===== config.mk =====
export PLATFORM = sky130hd
export DESIGN_NAME = rsr_top
export DESIGN_NICKNAME = d
export VERILOG_FILES = /design/src/hw/rsr_pkg.sv /design/src/hw/rsr_fmt_if.sv /design/src/hw/rsr_fmt.sv /design/src/hw/rsr_top.sv
export SDC_FILE = /design/constraint.sdc
export NUM_CORES = 1
export LEC_CHECK = 0
export BUFFER_PORTS_ARGS = -buffer_cell sky130_fd_sc_hd__buf_2
export CAP_MARGIN = 20
export CORE_ASPECT_RATIO = 1.75
export CORE_UTILIZATION = 28
export CTS_CLUSTER_DIAMETER = 60
export DETAILED_ROUTE_END_ITERATION = 16
export GPL_TIMING_DRIVEN = 0
export PLACE_DENSITY_LB_ADDON = 0.12
export SLEW_MARGIN = 20
export SYNTH_ARGS = -nofsm -noshare
export SYNTH_HDL_FRONTEND = slang
export SYNTH_SLANG_ARGS = --single-unit
export TNS_END_PERCENT = 10

===== constraint.sdc =====
create_clock -name clk_sys -period 7.3 [get_ports clk_sys]
set_input_delay 0 -clock clk_sys [delete_from_list [all_inputs] [get_ports clk_sys]]
set_output_delay 0 -clock clk_sys [all_outputs]
set_load 0.01 [all_outputs]

===== src/hw/rsr_pkg.sv =====
// Functional notes
// [RULE1] Reset command returns instrument to reset state
// [RULE2] Trigger starts one measurement, result to output
// [RULE3] Clear-status zeroes event flags and status summary
// [RULE4] Self-test query returns summed error codes
// [RULE5] Event enable mask set and queried decimally
// [RULE6] Event flag bit layout, power-on down to complete
// [RULE7] Service request mask set and queried decimally
// [RULE8] Status byte layout, low nibble always zero
// [RULE9] Event query returns flags, newline with end
// [RULE10] Status byte query leaves status byte unchanged
// [RULE11] Operation complete flag set after measurements finish
// [RULE12] Completion query waits, then returns character one
// [RULE13] Summary and request service from enabled bits
// [RULE14] Message available while response bytes remain unread
package rsr_pkg;
  localparam int          RSR_VAL_W      = 16;
  localparam int          RSR_DIGITS     = 5;
  localparam int          RSR_IDX_W      = 3;
  localparam logic [7:0]  RSR_EVF_RESET  = 8'h80;
  localparam logic [7:0]  RSR_MASK_RESET = 8'h00;
  localparam int          EVF_PON        = 7;
  localparam int          EVF_URQ        = 6;
  localparam int          EVF_CME        = 5;
  localparam int          EVF_EXE        = 4;
  localparam int          EVF_DDE        = 3;
  localparam int          EVF_QYE        = 2;
  localparam int          EVF_RQC        = 1;
  localparam int          EVF_OPC        = 0;
  localparam int          SBY_OSS        = 7;
  localparam int          SBY_RQS        = 6;
  localparam int          SBY_ESB        = 5;
  localparam int          SBY_MAV        = 4;
  localparam logic [7:0]  RSR_ASCII_ZERO = 8'h30;
  localparam logic [7:0]  RSR_ASCII_NL   = 8'h0A;
  localparam logic [15:0] RSR_OPC_REPLY  = 16'h0001;
  localparam logic [15:0] RSR_IDENT_CODE = 16'h0001;  // Arbitrary identity value

  typedef enum logic [3:0] {
    RSR_CMD_RST, RSR_CMD_TRG, RSR_CMD_CLS, RSR_CMD_TST_Q, RSR_CMD_IDN_Q,
    RSR_CMD_EVM_W, RSR_CMD_EVM_Q, RSR_CMD_SRM_W, RSR_CMD_SRM_Q,
    RSR_CMD_EVF_Q, RSR_CMD_SBY_Q, RSR_CMD_OPC_W, RSR_CMD_OPC_Q
  } rsr_cmd_t;
endpackage : rsr_pkg


===== src/hw/rsr_fmt_if.sv =====
`timescale 1ns/100ps
interface rsr_fmt_if;
  logic        start;
  logic [15:0] value;
  logic        busy;
  logic [7:0]  data;
  logic        valid;
  logic        last;
  logic        ready;
  modport ctrl (output start, output value, output ready, input busy, input data, input valid, input last);
  modport fmt  (input start, input value, input ready, output busy, output data, output valid, output last);
endinterface : rsr_fmt_if


===== src/hw/rsr_fmt.sv =====
`timescale 1ns/100ps
module rsr_fmt (
  input  wire logic clk_sys,  // System clock
  input  wire logic nrst,     // Async reset, active low
  rsr_fmt_if.fmt    fi        // Formatter side
);
  import rsr_pkg::*;

  typedef enum {F_IDLE, F_DIV, F_OUT, F_NL} rsr_fst_t;
  typedef struct packed {
    rsr_fst_t             st;
    logic [15:0]          val;
    logic [RSR_IDX_W-1:0] idx;
    logic [3:0]           dig;
    logic                 seen;
    logic [7:0]           data;
    logic                 valid;
    logic                 last;
    logic                 busy;
  } rsr_fmt_t;

  localparam logic [RSR_IDX_W-1:0] LAST_IDX = RSR_IDX_W'(RSR_DIGITS - 1);

  function automatic logic [15:0] rsr_div(input logic [RSR_IDX_W-1:0] i);
    case (i)
      3'h0:    rsr_div = 16'h2710;
      3'h1:    rsr_div = 16'h03E8;
      3'h2:    rsr_div = 16'h0064;
      3'h3:    rsr_div = 16'h000A;
      default: rsr_div = 16'h0001;
    endcase
  endfunction : rsr_div

  rsr_fmt_t s, n;

  always_comb begin
    n = s;
    case (s.st)
      F_IDLE: begin
        if (fi.start) begin
          n.st   = F_DIV;
          n.val  = fi.value;
          n.idx  = '0;
          n.dig  = '0;
          n.seen = 1'b0;
          n.busy = 1'b1;
        end
      end
      F_DIV: begin
        // Digit by repeated subtraction, leading zeros suppressed
        if (s.val >= rsr_div(s.idx)) begin
          n.val = s.val - rsr_div(s.idx);
          n.dig = s.dig + 4'h1;
        end else if (s.dig != 4'h0 || s.seen || s.idx == LAST_IDX) begin
          n.data  = RSR_ASCII_ZERO + {4'h0, s.dig};
          n.valid = 1'b1;
          n.last  = 1'b0;
          n.seen  = 1'b1;
          n.st    = F_OUT;
        end else begin
          n.idx = s.idx + 1'b1;
        end
      end
      F_OUT: begin
        if (fi.ready) begin
          n.valid = 1'b0;
          n.dig   = '0;
          if (s.idx == LAST_IDX) begin
            n.data  = RSR_ASCII_NL;  // see [RULE9]
            n.last  = 1'b1;
            n.valid = 1'b1;
            n.st    = F_NL;
          end else begin
            n.idx = s.idx + 1'b1;
            n.st  = F_DIV;
          end
        end
      end
      F_NL: begin
        if (fi.ready) begin
          n.valid = 1'b0;
          n.last  = 1'b0;
          n.busy  = 1'b0;  // see [RULE14]
          n.st    = F_IDLE;
        end
      end
      default: n.st = F_IDLE;
    endcase
  end

  always_ff @(posedge clk_sys or negedge nrst) begin
    if (!nrst) begin
      s <= '{st: F_IDLE, default: '0};
    end else begin
      s <= n;
    end
  end

  assign fi.busy  = s.busy;
  assign fi.data  = s.data;
  assign fi.valid = s.valid;
  assign fi.last  = s.last;
endmodule : rsr_fmt


===== src/hw/rsr_top.sv =====
`timescale 1ns/100ps
module rsr_top (
  input  wire logic                     clk_sys,       // System clock
  input  wire logic                     nrst,          // Async reset, active low
  input  wire logic                     cmd_valid,     // Decoded command present
  input  wire rsr_pkg::rsr_cmd_t        cmd_code,      // Command code
  input  wire logic [7:0]               cmd_arg,       // Mask argument
  output logic                          cmd_ready,     // Command accepted when high
  output logic [7:0]                    resp_data,     // Response byte
  output logic                          resp_valid,    // Response byte valid
  output logic                          resp_end,      // Byte carries END
  input  wire logic                     resp_ready,    // Controller reads byte
  output logic                          meas_start,    // Measurement start pulse
  input  wire logic                     meas_done,     // Measurement finished pulse
  input  wire logic [rsr_pkg::RSR_VAL_W-1:0] meas_result, // Measurement value
  output logic                          test_start,    // Self-test start pulse
  input  wire logic                     test_done,     // Self-test finished pulse
  input  wire logic [rsr_pkg::RSR_VAL_W-1:0] test_errsum, // Sum of error codes
  output logic                          inst_reset,    // Instrument reset pulse
  input  wire logic                     ev_user_req,   // User request event
  input  wire logic                     ev_cmd_err,    // Command error event
  input  wire logic                     ev_exec_err,   // Execution error event
  input  wire logic                     ev_dev_err,    // Device error event
  input  wire logic                     ev_query_err,  // Query error event
  input  wire logic                     ev_req_ctrl,   // Request control event
  input  wire logic                     oper_summary,  // Operation status summary
  output logic [7:0]                    status_byte,   // Live status byte
  output logic                          srq,           // Service request
  output logic [7:0]                    event_flags    // Live event flags
);
  import rsr_pkg::*;

  typedef struct packed {
    logic [7:0]           evf;
    logic [7:0]           evm;
    logic [7:0]           srm;
    logic [7:0]           sby;
    logic                 cmd_ready;
    logic                 meas_busy;
    logic                 pend;
    logic [RSR_VAL_W-1:0] pend_val;
    logic                 test_busy;
    logic                 tflag;
    logic [RSR_VAL_W-1:0] tval;
    logic                 opc_armed;
    logic                 opcq_wait;
    logic                 fmt_start;
    logic [RSR_VAL_W-1:0] fmt_value;
    logic                 meas_start;
    logic                 test_start;
    logic                 inst_reset;
  } rsr_state_t;

  rsr_state_t s, n;
  rsr_fmt_if  fi ();
  logic [7:0] ev;
  logic [7:0] stb_low;
  logic       take;
  logic       free;

  rsr_fmt u_fmt (
    .clk_sys (clk_sys),
    .nrst    (nrst),
    .fi      (fi.fmt)
  );

  assign fi.start = s.fmt_start;
  assign fi.value = s.fmt_value;
  assign fi.ready = resp_ready;

  always_comb begin
    n            = s;
    n.fmt_start  = 1'b0;
    n.meas_start = 1'b0;
    n.test_start = 1'b0;
    n.inst_reset = 1'b0;
    ev           = '0;
    stb_low      = '0;
    take         = cmd_valid && s.cmd_ready;
    free         = !fi.busy && !s.fmt_start;
    ev[EVF_URQ]  = ev_user_req;  // see [RULE6]
    ev[EVF_CME]  = ev_cmd_err;
    ev[EVF_EXE]  = ev_exec_err;
    ev[EVF_DDE]  = ev_dev_err;
    ev[EVF_QYE]  = ev_query_err;
    ev[EVF_RQC]  = ev_req_ctrl;
    if (s.meas_busy && meas_done) begin
      n.meas_busy = 1'b0;
      n.pend      = 1'b1;  // see [RULE2]
      n.pend_val  = meas_result;
    end
    if (s.test_busy && test_done) begin
      n.tflag = 1'b1;
      n.tval  = test_errsum;  // see [RULE4]
    end
    if (s.opc_armed && !s.meas_busy) begin
      ev[EVF_OPC] = 1'b1;  // see [RULE11]
      n.opc_armed = 1'b0;
    end
    // Formatter owner: queued result first, then self-test, then completion
    if (free) begin
      if (s.pend) begin
        n.fmt_start = 1'b1;
        n.fmt_value = s.pend_val;  // see [RULE2]
        n.pend      = 1'b0;
      end else if (s.tflag) begin
        n.fmt_start = 1'b1;
        n.fmt_value = s.tval;  // see [RULE4]
        n.tflag     = 1'b0;
        n.test_busy = 1'b0;
      end else if (s.opcq_wait && !s.meas_busy) begin
        n.fmt_start = 1'b1;
        n.fmt_value = RSR_OPC_REPLY;  // see [RULE12]
        n.opcq_wait = 1'b0;
      end
    end
    if (take) begin
      case (cmd_code)
        RSR_CMD_RST: begin
          n.inst_reset = 1'b1;  // see [RULE1]
          n.meas_busy  = 1'b0;
          n.pend       = 1'b0;
          n.opc_armed  = 1'b0;
        end
        RSR_CMD_TRG: begin
          if (!s.meas_busy) begin
            n.meas_start = 1'b1;  // see [RULE2]
            n.meas_busy  = 1'b1;
          end else begin
            ev[EVF_EXE] = 1'b1;
          end
        end
        RSR_CMD_CLS: begin
          n.evf       = '0;  // see [RULE3]
          n.opc_armed = 1'b0;
        end
        RSR_CMD_TST_Q: begin
          n.test_start = 1'b1;  // see [RULE4]
          n.test_busy  = 1'b1;
        end
        RSR_CMD_IDN_Q: begin
          n.fmt_start = 1'b1;
          n.fmt_value = RSR_IDENT_CODE;
        end
        RSR_CMD_EVM_W: n.evm = cmd_arg;  // see [RULE5]
        RSR_CMD_EVM_Q: begin
          n.fmt_start = 1'b1;
          n.fmt_value = {8'h00, s.evm};  // see [RULE5]
        end
        RSR_CMD_SRM_W: n.srm = cmd_arg;  // see [RULE7]
        RSR_CMD_SRM_Q: begin
          n.fmt_start = 1'b1;
          n.fmt_value = {8'h00, s.srm};  // see [RULE7]
        end
        RSR_CMD_EVF_Q: begin
          n.fmt_start = 1'b1;
          n.fmt_value = {8'h00, s.evf};  // see [RULE9]
        end
        RSR_CMD_SBY_Q: begin
          n.fmt_start = 1'b1;
          n.fmt_value = {8'h00, s.sby};  // see [RULE10]
        end
        RSR_CMD_OPC_W: n.opc_armed = 1'b1;  // see [RULE11]
        RSR_CMD_OPC_Q: n.opcq_wait = 1'b1;  // see [RULE12]
        default:       ev[EVF_CME] = 1'b1;
      endcase
    end
    // New events win over a clear in the same cycle
    n.evf            = n.evf | ev;  // see [RULE3]
    stb_low[SBY_OSS] = oper_summary;  // see [RULE8]
    stb_low[SBY_ESB] = |(n.evf & n.evm);  // see [RULE13]
    stb_low[SBY_MAV] = fi.busy || s.fmt_start || n.fmt_start;  // see [RULE14]
    n.sby            = stb_low;
    n.sby[SBY_RQS]   = |(stb_low & n.srm);  // see [RULE13]
    n.cmd_ready      = !(n.fmt_start || n.pend || n.test_busy || n.opcq_wait || fi.busy || s.fmt_start);
  end

  always_ff @(posedge clk_sys or negedge nrst) begin
    if (!nrst) begin
      s     <= '0;
      s.evf <= RSR_EVF_RESET;  // see [RULE6]
      s.evm <= RSR_MASK_RESET;
      s.srm <= RSR_MASK_RESET;
    end else begin
      s <= n;
    end
  end

  assign cmd_ready   = s.cmd_ready;
  assign resp_data   = fi.data;
  assign resp_valid  = fi.valid;
  assign resp_end    = fi.last;
  assign meas_start  = s.meas_start;
  assign test_start  = s.test_start;
  assign inst_reset  = s.inst_reset;
  assign status_byte = s.sby;  // see [RULE8]
  assign srq         = s.sby[SBY_RQS];
  assign event_flags = s.evf;
endmodule : rsr_top

==> results of run 1 <==
## logic make-up (layout without fill, tap and decap cells)
kind of cell / count (synthesis) / count (layout) / share of synthesized area, %
other: 1 / 6 / 0.0585
buffers and inverters: 71 / 236 / 5.89
XOR/XNOR: 8 / 8 / 1.09
flip-flops: 121 / 121 / 47.2
multiplexers: 70 / 70 / 12.1
AND/OR/NAND/NOR: 148 / 148 / 11.6
AO/OA/AOI/OAI: 153 / 153 / 17.1
adder cells (fa/ha/maj): 24 / 24 / 4.80
## placed cells by master (no fill, tap or decap), types with 21 or more instances in the layout
cell,n
o21ai_0,21
a21oi_1,43
nor2_1,54
ha_1,23
buf_4,25
buf_2,81
mux2_2,51
nand2_1,32
dlygate4sd3_1,53
clkbuf_1,23
dfrtp_1,120
## metal layers
layer  vias up  track usage, %  wire length [um]
li1       2501               -                 -
met1      2595            17.2              6860
met2       137            33.1             11000
met3        32            2.58               478
met4         0            8.75               681
met5         -               0                 0
## area by class of cell
cell class | instances | area, um2
Buffer | 52 | 307
Clock buffer | 25 | 526
Clock inverter | 6 | 85.1
Fill cell | 2257 | 13900
Inverter | 19 | 71.3
Multi-Input combinational cell | 409 | 3030
Sequential cell | 121 | 3030
Tap cell | 296 | 370
Timing Repair Buffer | 134 | 968
## worst max-delay path by stage
stage	slack [ns]	depth (start not counted)	to
2_1_floorplan	4.30	12	u_fmt.s[22]
3_5_place_dp	3.40	13	u_fmt.s[25]
4_1_cts	3.38	13	u_fmt.s[25]
3_3_place_gp	3.47	13	u_fmt.s[27]
5_1_grt	3.18	13	u_fmt.s[20]
6_report	3.43	13	u_fmt.s[25]
## registers in the layout, summed over array words and instances, names as in the netlist
signal,cells
test_start,1
fi.value,16
meas_start,1
u_fmt.fi.valid,1
event_flags,8
cmd_ready,1
inst_reset,1
status_byte,4
u_fmt.fi.last,1
s,54
fi.start,1
u_fmt.s,26
u_fmt.fi.data,5
u_fmt.fi.busy,1
## worst max-delay path, stage by stage (launching register included)
cell	delay, ns
dfrtp_1	0.44
clkinv_1	0.24
ha_1	0.27
nand2_1	0.10
inv_1	0.07
fa_1	0.44
nand2b_1	0.16
a21oi_1	0.38
o2111a_1	0.32
nor3_4	0.08
a211oi_2	0.49
clkbuf_1	0.53
nor2_1	0.09
a21oi_1	0.15
## repair_timing
action,4_1_cts,5_1_grt
buffers inserted,0,0
hold buffers,53,0
hold endpoints to repair,181,0
## power groups by stage
| stage | clock [mW] | sequential (mW) | combinational, mW |
|---|---|---|---|
| 6_report | 0.868 | 1.08 | 1.73 |
| 4_1_cts | 0.886 | 1.08 | 1.74 |
| 3_3_place_gp | 0 | 1.08 | 1.68 |
| 3_5_place_dp | 0 | 1.09 | 1.71 |
| 5_1_grt | 0.911 | 1.11 | 1.91 |
| 2_1_floorplan | 0 | 1.03 | 1.28 |
## cells in the mapped netlist, drive strengths merged, types with 14 or more instances
library cell	count	area [um2]
o21ai	23	119
a222oi	16	160
mux2i	14	140
inv	18	67.6
a21oi	44	224
dfrtp	120	3000
nand2	32	120
nor2	55	209
buf	30	224
ha	23	288
mux2	56	638
clkbuf	22	82.6
## per-stage QoR
stage	hold WS (ns)	instance area [um2]	setup slack, ns
after floorplan	-0.296	6430	4.30
after global placement	0.126	7200	3.47
after detailed placement	-0.0912	7240	3.40
after global routing	0.0679	8390	3.18
final	0.0539	8390	3.43
after CTS	0.0413	8390	3.38
==> metrics.txt, run 1 <==
result of the run=complete, no violations; CTS max path bufs=2; TritonCTS clock tree=yes; number of clock sinks=121; ratio of cells with drive above 1 in the final layout=between 20% and 30%; Hold Fails Final Rpt=0; total power divided by cell area=~440 nW/um2; internal reg-to-reg setup slack=3.43 ns; initial cell density of the core=between 20% and 30%; DRC violation count after routing=0; switching share of power=39.4%; data required time at the worst endpoint=7.63 ns; worst flop-to-flop path endpoint=u_fmt.s[25]; type of element capturing the critical path=register; Worst-Margin Slew=~1 ns; Area growth, synth to finish=30.8%; num ports=88; cell count after placement=978; achievable frequency=258 MHz; Hold Path Origin=resp_ready; total length of routed wires=about 19000 um; switching component of the power=1.45 mW; Cell Area, Synth=between 6000 and 7000 um2; async set-or-reset flop fraction in the synthesized netlist=100%; endpoint with the worst hold slack=u_fmt.fi.busy; total power of the final layout=around 3.7 mW; vias post-DR=5265; shortest clock period the worst path allows after layout=3.87 ns; sequential share of the synthesized area=47.2%; maximum VDD drop=0.164 mV; total number of nets in the final design=835; clock tree skew after final layout=slightly above 0.008 ns; number of DRC markers in iteration 0=267; unrepaired setup endpoints after global routing=no; residual overflow from global routing=0; global-route wire length before repair=30200 um; Power Internal=approximately 2.2 mW; half-perimeter wire length after placement=14500 um; htree depth=4; startpoint type of the worst setup path=register; height of the die=around 200 um; crit path launch=u_fmt.s[18]; Hold Crit Class=primary input to register; cell count of the worst reg-to-reg path=13; crit path DAT=4.20 ns; largest fanout of any net on the critical path=10; clock buffer count from CTS=17; Yosys warning count=0; clock root buffer master=clkbuf_16; vias in the first global route=5632; number of gates resized after cts=0; Setup Viol. Count Final=0; placer congestion estimate=0.855; Die Wd=about 120 um; num rows=72; initial antenna violation count=0; EDFF count, synth=0; final cell count without fillers=1062; TritonRoute pass-1 iters=6; routed length per placed instance=between 15 and 20 um; Netlist cell types=76; Synth Instances=596; pin count of the biggest net entering global routing=81; Worst R2R Start=u_fmt.s[18]; part of the cycle the worst path needs=53.1%; primary flip-flop cell chosen by synthesis mapping=dfrtp_1; final-report max-slew violation count=0; core outline area=22300 um2; Clk Latency, worst-skew pair=0.41 ns; Max Cap Viol=0; Seq pwr share=between 20% and 30%; Hold Path Stages=4; leakage power=between 3 and 4 nW; number of buffer cells added on primary ports=80; classification of the worst setup path=register to register; GRT Resource Usage Total=17.2%; post-detailed-route count of antenna-violating nets=0; average footprint of a synthesized cell=10.8 um2; via/cell ratio=roughly 5; Post-Route Utilization=between 30% and 40%; relative contribution of the clock network to total power=a little under a quarter; logic gate share of total power=a little under half; Reg clk slew, reported paths=~0.05 ns; number of antenna cells inserted=0; Die Outline Area=between 20000 and 25000 um2; slew margin rel.=33.0%; total negative slack=0 ns; number of register bits inferred by synthesis=121
(Power assumes the default switching activity.)
==> inputs of run 2 (changes only) <==
clock period = 3.3 ns   (was 7.3 ns; I/O delays follow)
==> metrics.txt, run 2 (same netlist as run 1, synthesis figures left out) <==
crit path DAT=3.47 ns (was 4.20 ns); post-detailed-route count of antenna-violating nets=0 (unchanged); maximum cell stage delay along the critical path=0.46 ns (was 0.53 ns); half-perimeter wire length after placement=14500 um (unchanged); TritonRoute pass-1 iters=5 (was 6); placer congestion estimate=0.855 (unchanged); Critical Path, Cell by Cell=ha_1, ha_1, nand2_1, inv_1, fa_1, nand2b_4, a21oi_4, o2111a_1, nor3_4, a211oi_4, buf_6, buf_6, mux2_4 (was clkinv_1, ha_1, nand2_1, inv_1, fa_1, nand2b_1, a21oi_1, o2111a_1, nor3_4, a211oi_2, clkbuf_1, nor2_1, a21oi_1); data required time at the worst endpoint=3.60 ns (was 7.63 ns); final setup slack of the worst path=0.123 ns (was 3.43 ns); Die Outline Area=23500 um2 (unchanged); total power divided by cell area=983 nW/um2 (was 438 nW/um2); total area of sequential cells=3030 um2 (about the same); commonest cells after routing, fill and taps aside=dfrtp_1 (119), buf_2 (82), nor2_1 (53), dlygate4sd3_1 (53), mux2_2 (51) (was dfrtp_1 (120), buf_2 (81), nor2_1 (54), dlygate4sd3_1 (53), mux2_2 (51)); initial cell density of the core=28.8% (unchanged); vias in the first global route=5638 (was 5632); achievable frequency=315 MHz (was 258 MHz); GRT Resource Usage Total=17.3% (was 17.2%); Hold Crit Class=primary input to register (unchanged); pre-CTS worst setup slack=-0.601 ns (was 3.40 ns); global-route wire length before repair=30300 um (was 30200 um); total stage count of the critical path=13 (unchanged); Reg clk slew, reported paths=0.06 ns (was 0.05 ns); Area growth, synth to finish=32.3% (was 30.8%); internal reg-to-reg setup slack=0.12 ns (was 3.43 ns); part of the cycle the worst path needs=96.3% (was 53.1%); number of clock sinks=121 (unchanged); Hold Path Origin=resp_ready (unchanged); maximum VDD drop=0.372 mV (was 0.164 mV); htree depth=4 (unchanged); total number of nets in the final design=838 (was 835); final-report max-slew violation count=0 (unchanged); TritonCTS clock tree=yes (unchanged); cell with the biggest individual delay on the critical path=fa_1 (was clkbuf_1); hold_ws=0.0540 ns (was 0.0539 ns); Hold Fails Final Rpt=0 (unchanged); classification of the worst setup path=register to register (unchanged); result of the run=complete, no violations (unchanged); total power of the final layout=8.34 mW (was 3.67 mW); commonest non-fill, non-tap cell in the layout=dfrtp_1 (unchanged); clock tree skew after final layout=0.00745 ns (was 0.00825 ns); Worst R2R Start=u_fmt.s[16] (was u_fmt.s[18]); CTS max path bufs=2 (unchanged); number of buffer cells added on primary ports=80 (unchanged); Setup Viol. Count Final=0 (unchanged); cell count after placement=978 (unchanged); endpoint with the worst hold slack=u_fmt.fi.busy (unchanged); DRC violation count after routing=0 (unchanged); via/cell ratio=4.94 (was 4.96); Layout fillers=2254 (was 2257); number of flip-flops under the largest register name=54 (unchanged); Die Wd=116 um (unchanged); leakage power=3.89 nW (was 3.86 nW); startpoint type of the worst setup path=register (unchanged); CP delay by family, top=adder cells (was compound AO/OA/AOI/OAI gates); vias post-DR=5261 (was 5265); CP bufs+invs=3 (unchanged); height of the die=202 um (unchanged); clock buffer count from CTS=17 (unchanged); Hold Path Stages=4 (unchanged); shortest clock period the worst path allows after layout=3.18 ns (was 3.87 ns); worst flop-to-flop path endpoint=u_fmt.s[22] (was u_fmt.s[25]); number of antenna cells inserted=0 (unchanged); type of element capturing the critical path=register (unchanged); cell count of the worst reg-to-reg path=13 (unchanged); slew margin rel.=33.1% (was 33.0%); most flop-heavy register=s (unchanged); clock root buffer master=clkbuf_16 (unchanged); total length of routed wires=19100 um (was 19000 um); final cell count without fillers=1065 (was 1062); largest fanout of any net on the critical path=6 (was 10); pin count of the biggest net entering global routing=81 (unchanged); core outline area=22300 um2 (unchanged); initial antenna violation count=0 (unchanged); ratio of cells with drive above 1 in the final layout=29.1% (was 27.3%); num ports=88 (unchanged); Max Cap Viol=0 (unchanged); Clk Latency, worst-skew pair=0.41 ns (about the same); multi-input logic area=3080 um2 (was 3030 um2); num rows=72 (unchanged); residual overflow from global routing=0 (unchanged); number of DRC markers in iteration 0=254 (was 267); routed length per placed instance=17.9 um (about the same); Worst-Margin Slew=1.00 ns (about the same)
run 2: final cells by class:
class	instances	share of cell area (%)
tap	296	4.37
clock buffer	25	6.20
timing repair buffer	138	11.8
clock inverter	6	1.00
sequential	121	35.7
buffer	51	3.66
multi-input combinational	409	36.4
inverter	19	0.856
run 2: what timing repair did:
item,CTS,global route
pin swaps,2,4
cloned,0,1
hold buffers,53,0
hold endpoints to repair,181,0
resized for setup,5,16
setup buffers,1,2
endpoints found under the setup margin,22,28
run 2: worst max path at each step:
stage	startpoint	to	slack (ns)
after floorplan	u_fmt.s[16]	u_fmt.s[22]	0.30
after global placement	u_fmt.s[18]	u_fmt.s[27]	-0.53
after detailed placement	u_fmt.s[18]	u_fmt.s[25]	-0.60
after CTS	u_fmt.s[16]	u_fmt.fi.valid	0.007
after global routing	u_fmt.s[17]	u_fmt.fi.valid	-0.008
final	u_fmt.s[16]	u_fmt.s[22]	0.12
run 2: where the power goes:
part / internal [mW] / total (mW) / switching [mW]
logic: 1.78 / 4.03 / 2.25
registers: 2.02 / 2.39 / 0.369
clock network: 1.25 / 1.92 / 0.669
run 2: metrics by stage:
| step | area [um2] | utilization [%] | TNS, ns |
|---|---|---|---|
| 2_1_floorplan | 6430 | - | 0 |
| 3_3_place_gp | 7200 | 32.4 | -7.40 |
| 3_5_place_dp | 7240 | 32.6 | -8.28 |
| 4_1_cts | 8410 | 37.8 | 0 |
| 5_1_grt | 8480 | 38.1 | -0.00756 |
| 6_report | 8480 | 38.1 | 0 |
run 2: tightest hold or removal path: stages:
cell     delay [ns]
buf_2          0.12
inv_1          0.12
o21ai_0        0.10
o21ai_0        0.07
run 2: layer usage:
metal  wire length [um]  up-vias  track usage, %
li1                   -     2499               -
met1               6890     2612            17.3
met2              11100      119            33.1
met3                410       31            2.61
met4                664        0            8.93
met5                  0        -               0
